==> config.mk <==
export PLATFORM = sky130hd
export DESIGN_NAME = pkc_regs
export DESIGN_NICKNAME = d
export VERILOG_FILES = /design/src/shared/pkc_pkg.sv /design/src/hdl/pkc_regs.sv
export VERILOG_INCLUDE_DIRS = /design/src /design/src/shared
export SDC_FILE = /design/constraint.sdc
export NUM_CORES = 1
export LEC_CHECK = 0
export ABC_AREA = 0
export BUFFER_PORTS_ARGS = -buffer_cell sky130_fd_sc_hd__buf_4
export CAP_MARGIN = 5
export CORE_MARGIN = 2
export CORE_UTILIZATION = 56
export CTS_CLUSTER_DIAMETER = 100
export DETAILED_ROUTE_END_ITERATION = 10
export PLACE_DENSITY_LB_ADDON = 0.05
export SKIP_CTS_REPAIR_TIMING = 1
export SLEW_MARGIN = 10
export SYNTH_ARGS = -nofsm -noshare
export SYNTH_HDL_FRONTEND = slang
export SYNTH_SLANG_ARGS = --single-unit
export TNS_END_PERCENT = 50
==> constraint.sdc <==
create_clock -name ref_clk -period 17.55 [get_ports ref_clk]
set_input_delay 2.6325 -clock ref_clk [delete_from_list [all_inputs] [get_ports ref_clk]]
set_output_delay 2.6325 -clock ref_clk [all_outputs]
set_load 0.02 [all_outputs]
==> src/shared/pkc_map.svh <==
// Register map constants for the peak capture and configuration bank.
// Assumes a word-wide register port driven by the device's serial front end.
//
// Contract
// - An all-zero filter bypass register leaves every high-pass filter enabled.
// - Any nonzero filter bypass register bypasses all high-pass filters together.
// - The current peak register carries the current peak magnitude in bits 23:0.
// - Current peak bits 24, 25, 26 mark phase A, B, C as the source of the peak.
// - Bits 31:27 of both peak registers always read as zero.
// - The voltage peak register carries the voltage peak magnitude in bits 23:0.
// - Voltage peak bits 24, 25, 26 mark phase A, B, C as the source of the peak.
// - Zero-padded 24- and 20-bit registers go out as 32 bits with 8 or 12 zero top bits.
// - A sign-extended 24-bit register goes out as 32 bits replicating its sign bit.
// - A zero-padded 10-bit register goes out as 32 bits with 22 zero top bits.
// - Signed registers are two's complement, unsigned ones plain binary.
// - The pulse-per-latch count sets pulses between energy latches and resets to one.
// - With the serial peripheral port active, accesses to 0xEBFF toggle the select pin.
// - In low power mode 2 the overcurrent threshold, reset 0x07, sets the detect level.
// - In low power mode 1 the mode-1 config register, reset 0x00, is applied.
`ifndef PKC_MAP_SVH
`define PKC_MAP_SVH
`define PKC_ADDR_HPF_DISABLE   16'h43B6
`define PKC_ADDR_CUR_PEAK      16'hE500
`define PKC_ADDR_VOLT_PEAK     16'hE501
`define PKC_ADDR_PULSE_LATCH   16'hE705
`define PKC_ADDR_FAST_CAPTURE  16'hE706
`define PKC_ADDR_DIE_VERSION   16'hE707
`define PKC_ADDR_CS_TOGGLE     16'hEBFF
`define PKC_ADDR_LP_OC_THRESH  16'hEC00
`define PKC_ADDR_LP_MODE1_CFG  16'hEC01
`define PKC_RST_HPF_DISABLE    24'h000000
`define PKC_RST_PEAK           27'h0000000
`define PKC_RST_PULSE_LATCH    8'h01
`define PKC_RST_FAST_CAPTURE   8'h00
`define PKC_RST_LP_OC_THRESH   8'h07
`define PKC_RST_LP_MODE1_CFG   8'h00
`define PKC_DIE_VERSION_VAL    8'h5A
`define PKC_PEAK_VAL_MSB       23
`define PKC_PEAK_PHASE_LSB     24
`define PKC_PEAK_PHASE_MSB     26
`define PKC_PEAK_PAD_BITS      5
`define PKC_ZERO_WORD          32'h00000000
`endif

==> src/shared/pkc_pkg.sv <==
// Types shared by the peak capture and configuration bank.
// Assumes the constants header is included alongside.
package pkc_pkg;
  typedef enum logic [1:0] {
    PKC_PAD_ZERO24 = 2'b00,
    PKC_PAD_ZERO20 = 2'b01,
    PKC_PAD_SIGN24 = 2'b10,
    PKC_PAD_ZERO10 = 2'b11
  } pkc_pad_t;
  typedef enum logic [1:0] {
    PKC_PWR_NORMAL = 2'b00,
    PKC_PWR_MODE1  = 2'b01,
    PKC_PWR_MODE2  = 2'b10,
    PKC_PWR_SLEEP  = 2'b11
  } pkc_pwr_t;
endpackage

==> src/hdl/pkc_regs.sv <==
// Peak capture, filter bypass and low power configuration register bank.
// Assumes a single-cycle register port from the serial front end, synchronous to ref_clk.
`timescale 1ns/100ps
`default_nettype none
`include "pkc_map.svh"
module pkc_regs (
  input  wire logic             ref_clk,
  input  wire logic             sys_rst,
  input  wire logic             clk_en,
  input  wire logic             reg_wr,
  input  wire logic             reg_rd,
  input  wire logic [15:0]      reg_addr,
  input  wire logic [31:0]      reg_wdata,
  input  wire pkc_pkg::pkc_pad_t pad_mode,
  input  wire logic [31:0]      pad_in,
  input  wire logic             spi_active,
  input  wire pkc_pkg::pkc_pwr_t pwr_mode,
  input  wire logic             cur_peak_load,
  input  wire logic [23:0]      cur_peak_value,
  input  wire logic [2:0]       cur_peak_phase_flags,
  input  wire logic             volt_peak_load,
  input  wire logic [23:0]      volt_peak_value,
  input  wire logic [2:0]       volt_peak_phase_flags,
  output logic [31:0]           reg_rdata,
  output logic                  reg_rvalid,
  output logic [31:0]           pad_out,
  output logic                  hpf_bypass,
  output logic [7:0]            pulse_per_latch_count,
  output logic [7:0]            fast_capture_port_config,
  output logic                  oc_check_en,
  output logic [7:0]            oc_level,
  output logic                  mode1_cfg_en,
  output logic [7:0]            mode1_cfg,
  output logic                  chip_select_or_capture_ack_pin
);
  import pkc_pkg::*;

  logic [23:0] hpf_disable_reg;
  logic [26:0] cur_peak_reg;
  logic [26:0] volt_peak_reg;
  logic [7:0]  pulse_latch_reg;
  logic [7:0]  fast_capture_reg;
  logic [7:0]  oc_thresh_reg;
  logic [7:0]  mode1_cfg_reg;
  logic        cs_pin_reg;
  logic [31:0] rdata_next;

  // Widen a 27-bit peak word, top bits forced low
  function automatic logic [31:0] peak_word(input logic [26:0] p);
    peak_word = {{`PKC_PEAK_PAD_BITS{1'b0}}, p};
  endfunction

  function automatic logic [31:0] byte_word(input logic [7:0] b);
    byte_word = {24'h000000, b};
  endfunction

  // Configuration registers, writable by the host
  always_ff @(posedge ref_clk or posedge sys_rst) begin
    if (sys_rst) begin
      hpf_disable_reg  <= `PKC_RST_HPF_DISABLE;
      pulse_latch_reg  <= `PKC_RST_PULSE_LATCH;
      fast_capture_reg <= `PKC_RST_FAST_CAPTURE;
      oc_thresh_reg    <= `PKC_RST_LP_OC_THRESH;
      mode1_cfg_reg    <= `PKC_RST_LP_MODE1_CFG;
    end else if (clk_en && reg_wr) begin
      unique case (reg_addr)
        `PKC_ADDR_HPF_DISABLE:  hpf_disable_reg  <= reg_wdata[23:0];
        `PKC_ADDR_PULSE_LATCH:  pulse_latch_reg  <= reg_wdata[7:0];
        `PKC_ADDR_FAST_CAPTURE: fast_capture_reg <= reg_wdata[7:0];
        `PKC_ADDR_LP_OC_THRESH: oc_thresh_reg    <= reg_wdata[7:0];
        `PKC_ADDR_LP_MODE1_CFG: mode1_cfg_reg    <= reg_wdata[7:0];
        default: ;
      endcase
    end
  end

  // Peak capture, loaded only by the detector; host writes fall through
  always_ff @(posedge ref_clk or posedge sys_rst) begin
    if (sys_rst) begin
      cur_peak_reg  <= `PKC_RST_PEAK;
      volt_peak_reg <= `PKC_RST_PEAK;
    end else if (clk_en) begin
      if (cur_peak_load) begin
        cur_peak_reg <= {cur_peak_phase_flags, cur_peak_value};
      end
      if (volt_peak_load) begin
        volt_peak_reg <= {volt_peak_phase_flags, volt_peak_value};
      end
    end
  end

  // Select pin toggles on any access to the reserved slot, SPI only
  always_ff @(posedge ref_clk or posedge sys_rst) begin
    if (sys_rst) begin
      cs_pin_reg <= 1'b1;
    end else if (clk_en && spi_active && (reg_wr || reg_rd)
                 && reg_addr == `PKC_ADDR_CS_TOGGLE) begin
      cs_pin_reg <= ~cs_pin_reg;
    end
  end

  always_comb begin
    rdata_next = `PKC_ZERO_WORD;
    unique case (reg_addr)
      `PKC_ADDR_HPF_DISABLE:  rdata_next = {8'h00, hpf_disable_reg};
      `PKC_ADDR_CUR_PEAK:     rdata_next = peak_word(cur_peak_reg);
      `PKC_ADDR_VOLT_PEAK:    rdata_next = peak_word(volt_peak_reg);
      `PKC_ADDR_PULSE_LATCH:  rdata_next = byte_word(pulse_latch_reg);
      `PKC_ADDR_FAST_CAPTURE: rdata_next = byte_word(fast_capture_reg);
      `PKC_ADDR_DIE_VERSION:  rdata_next = byte_word(`PKC_DIE_VERSION_VAL);
      `PKC_ADDR_LP_OC_THRESH: rdata_next = byte_word(oc_thresh_reg);
      `PKC_ADDR_LP_MODE1_CFG: rdata_next = byte_word(mode1_cfg_reg);
      default:                rdata_next = `PKC_ZERO_WORD;
    endcase
  end

  // Read port, one cycle latency
  always_ff @(posedge ref_clk or posedge sys_rst) begin
    if (sys_rst) begin
      reg_rdata  <= `PKC_ZERO_WORD;
      reg_rvalid <= 1'b0;
    end else if (clk_en) begin
      reg_rvalid <= reg_rd;
      if (reg_rd) begin
        reg_rdata <= rdata_next;
      end
    end
  end

  // Link word formatter; unsigned inputs pass as plain binary
  always_ff @(posedge ref_clk or posedge sys_rst) begin
    if (sys_rst) begin
      pad_out <= `PKC_ZERO_WORD;
    end else if (clk_en) begin
      unique case (pad_mode)
        PKC_PAD_ZERO24: pad_out <= {8'h00, pad_in[23:0]};
        PKC_PAD_ZERO20: pad_out <= {12'h000, pad_in[19:0]};
        PKC_PAD_SIGN24: pad_out <= {{8{pad_in[23]}}, pad_in[23:0]};
        PKC_PAD_ZERO10: pad_out <= {16'h0000, 6'h00, pad_in[9:0]};
      endcase
    end
  end

  // Outputs to the datapath, all registered
  always_ff @(posedge ref_clk or posedge sys_rst) begin
    if (sys_rst) begin
      hpf_bypass               <= 1'b0;
      pulse_per_latch_count    <= `PKC_RST_PULSE_LATCH;
      fast_capture_port_config <= `PKC_RST_FAST_CAPTURE;
      oc_check_en              <= 1'b0;
      oc_level                 <= `PKC_RST_LP_OC_THRESH;
      mode1_cfg_en             <= 1'b0;
      mode1_cfg                <= `PKC_RST_LP_MODE1_CFG;
    end else if (clk_en) begin
      hpf_bypass               <= |hpf_disable_reg;
      pulse_per_latch_count    <= pulse_latch_reg;
      fast_capture_port_config <= fast_capture_reg;
      oc_check_en              <= (pwr_mode == PKC_PWR_MODE2);
      oc_level                 <= oc_thresh_reg;
      mode1_cfg_en             <= (pwr_mode == PKC_PWR_MODE1);
      mode1_cfg                <= mode1_cfg_reg;
    end
  end

  assign chip_select_or_capture_ack_pin = cs_pin_reg;
endmodule // pkc_regs
`default_nettype wire

# Yosys cells after proc, flatten, opt, wreduce, memory -nomap -nowiden
# Cells that the tools add are included.
# totals
mem_bits_rw,0
wordCells,50
romBits,0
in_bits,146
n_memories,0
reg_bits,211
out_inout_bits,101
latch_bits,0
# op_classes
n_reduce_logical,15
mul,0
add_sub_neg,0
eq_ne,14
div,0
muxes,2
bitwise,1
n_lt_le_gt_ge,0
shift,0
# ops
op,count
case mux 27 bit (8 select lines),1
"== test 16 bit, second input constant",8
case mux 32 bit (4 select lines),1
OR reduction 24 bit,1
"== test 16 x 15 -> 1 bit, second input constant",1
AND reduction 2 bit,8
"== test 2 bit, second input constant",3
"== test 2 x 1 -> 1 bit, second input constant",2
logical AND 1 bit,4
zero test 2 bit,1
logical OR 1 bit,1
inverter 1 bit,1

# Depth between registers and ports, before layout
# logic_depth
ltp_word,3
mapped_depth,8
mapped_depth_nobuf,5

# Least setup slack after synthesis
# Ideal clock, no wire load.
# synth_path
path_kind,input port to flip-flop
startpoint,in reg_addr[9]
endpoint,reg hpf_disable_reg[0]
required_time_ns,17.425
path_stages,8
setup_slack_ns,13.309
n_path_buf,3
arrival_time_ns,4.116
cell_sequence,buf_4 > and4bb_1 > nand4_2 > nor4_4 > buf_6 > nand3_4 > buf_6 > mux2_4
# synth_via
elab_chain_cells,2
# synth_lines
element,line_no,rtl
"start, declared",pkc_regs.sv:12,"input wire logic [15:0] reg_addr,"
== test 16 x 15 -> 1 bit,pkc_regs.sv:66,unique case (reg_addr)
AND reduction 2 bit (no source line),n/a,
"end signal, assigned",pkc_regs.sv:60,hpf_disable_reg <= `PKC_RST_HPF_DISABLE;
"end signal, assigned",pkc_regs.sv:67,`PKC_ADDR_HPF_DISABLE: hpf_disable_reg <= reg_wdata[23:0];
"end, declared",pkc_regs.sv:38,logic [23:0] hpf_disable_reg;
# No other way between the ends.
# A chain may end at the register's enable or synchronous reset.

# Final worst setup path
# layout_path
startpoint,in clk_en
endpoint,reg reg_rdata[15]
# layout_via
elab_chain_cells,1
# layout_lines
element,line_no,rtl
"start, declared",pkc_regs.sv:9,"input wire logic clk_en,"
AND reduction 2 bit (no source line),n/a,
"end signal, assigned",pkc_regs.sv:120,reg_rdata <= `PKC_ZERO_WORD;
"end signal, assigned",pkc_regs.sv:125,reg_rdata <= rdata_next;
"end, declared",pkc_regs.sv:24,"output logic [31:0] reg_rdata,"
# No other way between the ends.

==> results.md <==
Run status:
- The run finished with clean final reports.

Finish:
- Fill cells in the final layout number 1,058.
- The repair_antennas step left the layout with diodes totalling 0.
- The fraction of layout cells with a size suffix above 1 is 51.24%.
- The library cell used most frequently in the layout, excluding fill and tap cells, is sky130_fd_sc_hd__buf_4.
- The layout overhead on the synthesized area is 26.99%.
- The final-stage net count is 1,017.
- With fillers left out, the area of the finished cells amounts to 11,170 µm².
- In the layout the commonest cells are sky130_fd_sc_hd__buf_4, sky130_fd_sc_hd__dfrtp_1, sky130_fd_sc_hd__mux2_2.
- Summing all multi-input logic gate instances after layout gives 3483 µm².
- For this run, the share of the core covered by cells in the final layout is 73.19%.
- The register area is 4991 µm².

STA:
- Across the routed clock network, the largest skew measured is 0.009645 ns.
- The least setup slack across all paths after layout is 11.77 ns.
- The relative slew slack is 18.13%.
- The maximum clock frequency is 0.1729 GHz.
- The final sum of negative setup slack is 0 ns.
- The number of pins exceeding their max-slew limit in the final report is 0.
- Setup repair after global routing left no endpoint under its margin.
- The final critical-path share of the clock period is 32.96%.
- The final-report hold violation count is 0.
- For the pin with the worst max-slew slack, the measured transition is 1.228 ns.
- The smallest clock period supported by the final layout is computed as 5.784 ns.
- The total setup violations reported at the end of the flow is 0.

Die:
- The total number of placement rows is 45.
- The die covers 16,720 µm².
- The floorplan step set the die height to 129.3 µm.
- The area of the core region is 15,260 µm².
- The initial core utilization is 57.63%.
- The top-level I/O count is 247.
- The chip width is 129.3 µm.

Route:
- Using the TritonRoute via totals, the vias-per-cell ratio works out to 5.699.
- The final layout contains routed wiring with a total length of 22,120 µm.
- After detailed routing, the number of remaining DRC violations is 0.
- The count of routing violations after the opening detailed-route iteration is 357.
- The detailed-routing iteration count for the pre-antenna-repair pass is 7.
- The post-route antenna net violation count is 0.
- The routed layout has 6,240 vias.
- The wire length per cell is 20.20 µm.

Min path:
- The class of the tightest hold or removal check is flop to flop.
- The worst hold path cell count is 1.

Yosys:
- After synthesis, the cell types taking the most area are sky130_fd_sc_hd__dfrtp_1, sky130_fd_sc_hd__mux2_2, sky130_fd_sc_hd__mux2_4, sky130_fd_sc_hd__dfstp_2, sky130_fd_sc_hd__a221oi_1.
- The number of instances in the synthesized netlist is 664.
- Dividing the synthesized area by the synthesized cell count gives 13.24 µm².
- Summed over its instances, the top area cell type makes up 54.07% of the synthesized netlist area.
- The count of yosys warnings during synthesis is 0.
- Yosys mapped a number of flops with a built-in enable equal to 0.
- The biggest area consumer among synthesized cells is sky130_fd_sc_hd__dfrtp_1.
- The number of storage elements in the synthesis netlist is 199.
- Yosys mapped the design onto 59 distinct sky130hd cell types.
- The summed instance area of the synthesized netlist is 8793 µm².
- The sequential element share of the synthesized area is 56.76%.
- Among all flip-flop cells after synthesis, the most frequent one is sky130_fd_sc_hd__dfrtp_1.
- The proportion of synthesized flip-flops having asynchronous set or reset is 100.0%.

Run:
- The number of maximum-capacitance constraint violations is 0.

Clocking:
- The number of clock sinks is 199.
- The root buffer cell chosen for the clock tree is sky130_fd_sc_hd__clkbuf_16.
- The clock passes through at most 2 buffers.
- The CTS tree is yes.
- The clock slew seen by the registers of the worst setup and hold paths is 0.06 ns.
- The H-tree was split into 4 levels.
- At the later pin of the worst-skew pair, clock insertion delay measures 0.42 ns.
- The number of buffers added by the clock tree synthesis step is 17.

Global routing:
- Entering global routing, the biggest net connects 124 pins.
- The via count of the first global-routing pass was 6,440.
- For this run, the total global-route usage over all layers was measured as 27.19%.
- The wire length of the first global-routing pass is 34,490 µm.
- The total overflow left after global routing is 0.
- The initial antenna violation count is 0.

Pwr:
- The largest voltage drop on the vdd net is 0.06953 mV.
- Per report_power, the sequential group accounts for 48.7% of the total.
- The analysis attributes to cell leakage a power of 0.005385 µW.
- The portion of total power attributed to the clock network is 38.4%.
- Net switching is 24.00% of the power.
- The analysis attributes to net switching a power of 249.8 µW.
- The internal portion of the total power is 790.9 µW.
- For this design the ratio of total power to cell area is 93.19 nW/µm².
- Combinational logic burns 12.9% of the power.

Setup path:
- The required time of the worst setup path is 17.83 ns.
- For the worst flop-to-flop path, the logic depth is 5.
- STA classifies the critical path startpoint as a primary input.
- In this run the worst path has a maximum fanout of 74.
- The endpoint arrival time on the critical path is 6.06 ns.
- STA classifies the critical path endpoint as a flop.
- The reg-to-reg setup timing slack is 16.11 ns.
- The critical setup path kind is primary input to flop.

Placed design:
- The placed instances occupy a cell area of 10,560 µm².
- The setup slack after placement is 11.37 ns.
- The port buffer count is 225.
- Once detailed placement completed, the half-perimeter wirelength came to 15,840 µm.
- The congestion estimate from routability-driven global placement came to 0.9196.
final cells by class:
cell class / count / area share, %
Inverter: 22 / 0.8067
Timing Repair Buffer: 231 / 15.53
Sequential cell: 199 / 44.69
Clock inverter: 7 / 1.064
Clock buffer: 25 / 4.347
Multi-Input combinational cell: 400 / 31.19
Tap cell: 211 / 2.364
metrics by stage:
stage,hold slack (ns),power [µW],std cells
after floorplan,0.4743,586.0,668
after global placement,0.4848,645.0,1063
after detailed placement,0.4896,650.8,1063
after CTS,0.5034,1049,1095
after global routing,0.5188,1078,1095
final,0.5007,1041,1095
synthesized netlist by cell type, drive strengths merged, types with 4 or more instances:
cell	n
dfrtp	190
mux2	153
nand2	43
buf	36
nor2	34
inv	22
a221oi	21
a211oi	20
o21ai	18
clkbuf	11
nand3	11
nor4	10
dfstp	9
a22oi	8
mux2i	8
nand4	7
a31oi	5
nor2b	5
nor3	5
o22ai	5
or2	5
o211a	4
or3	4
critical path, cell delays in order:
cell and delay, ns:
sky130_fd_sc_hd__buf_4 0.63, sky130_fd_sc_hd__nand2_1 0.87, sky130_fd_sc_hd__a31oi_1 0.75, sky130_fd_sc_hd__nor4bb_4 0.64, sky130_fd_sc_hd__buf_4 0.39, sky130_fd_sc_hd__a211oi_1 0.10
cells by family after synthesis:
| kind of cell | share of synthesized area (%) |
|---|---|
| xor gates and xnor gates | 0.09962 |
| and+or+nand+nor | 9.533 |
| AOI/OAI and AO/OA | 8.239 |
| buffers and inverters | 3.970 |
| DFF | 56.76 |
| other | 0.04265 |
| muxes | 21.36 |
metal layers:
metal / GRT usage [%] / routed length [µm]
met5: 0 / 0
met4: 8.120 / 371
met3: 6.647 / 1794
met2: 44.06 / 10680
met1: 36.78 / 9276
worst paths after layout:
path	startpoint	to
max in group asynchronous	sys_rst	hpf_disable_reg[5]$_DFFE_PP0P_
min reg2reg	hpf_bypass$_DFFE_PP0P_	hpf_bypass$_DFFE_PP0P_
max	clk_en	reg_rdata[15]$_DFFE_PP0P_
min in group asynchronous	sys_rst	reg_rdata[18]$_DFFE_PP0P_
min	hpf_bypass$_DFFE_PP0P_	hpf_bypass$_DFFE_PP0P_
max reg2reg	volt_peak_reg[4]$_DFFE_PP0P_	reg_rdata[4]$_DFFE_PP0P_
power groups by stage:
stage                     Sequential [µW]  Clock [µW]  Combinational [µW]
after floorplan                       526           0                60.0
after global placement                513           0                 132
after detailed placement              515           0                 135
after CTS                             507         406                 136
after global routing                  510         423                 145
final                                 507         399                 134
Note: power is estimated with default switching activity, not from simulation.
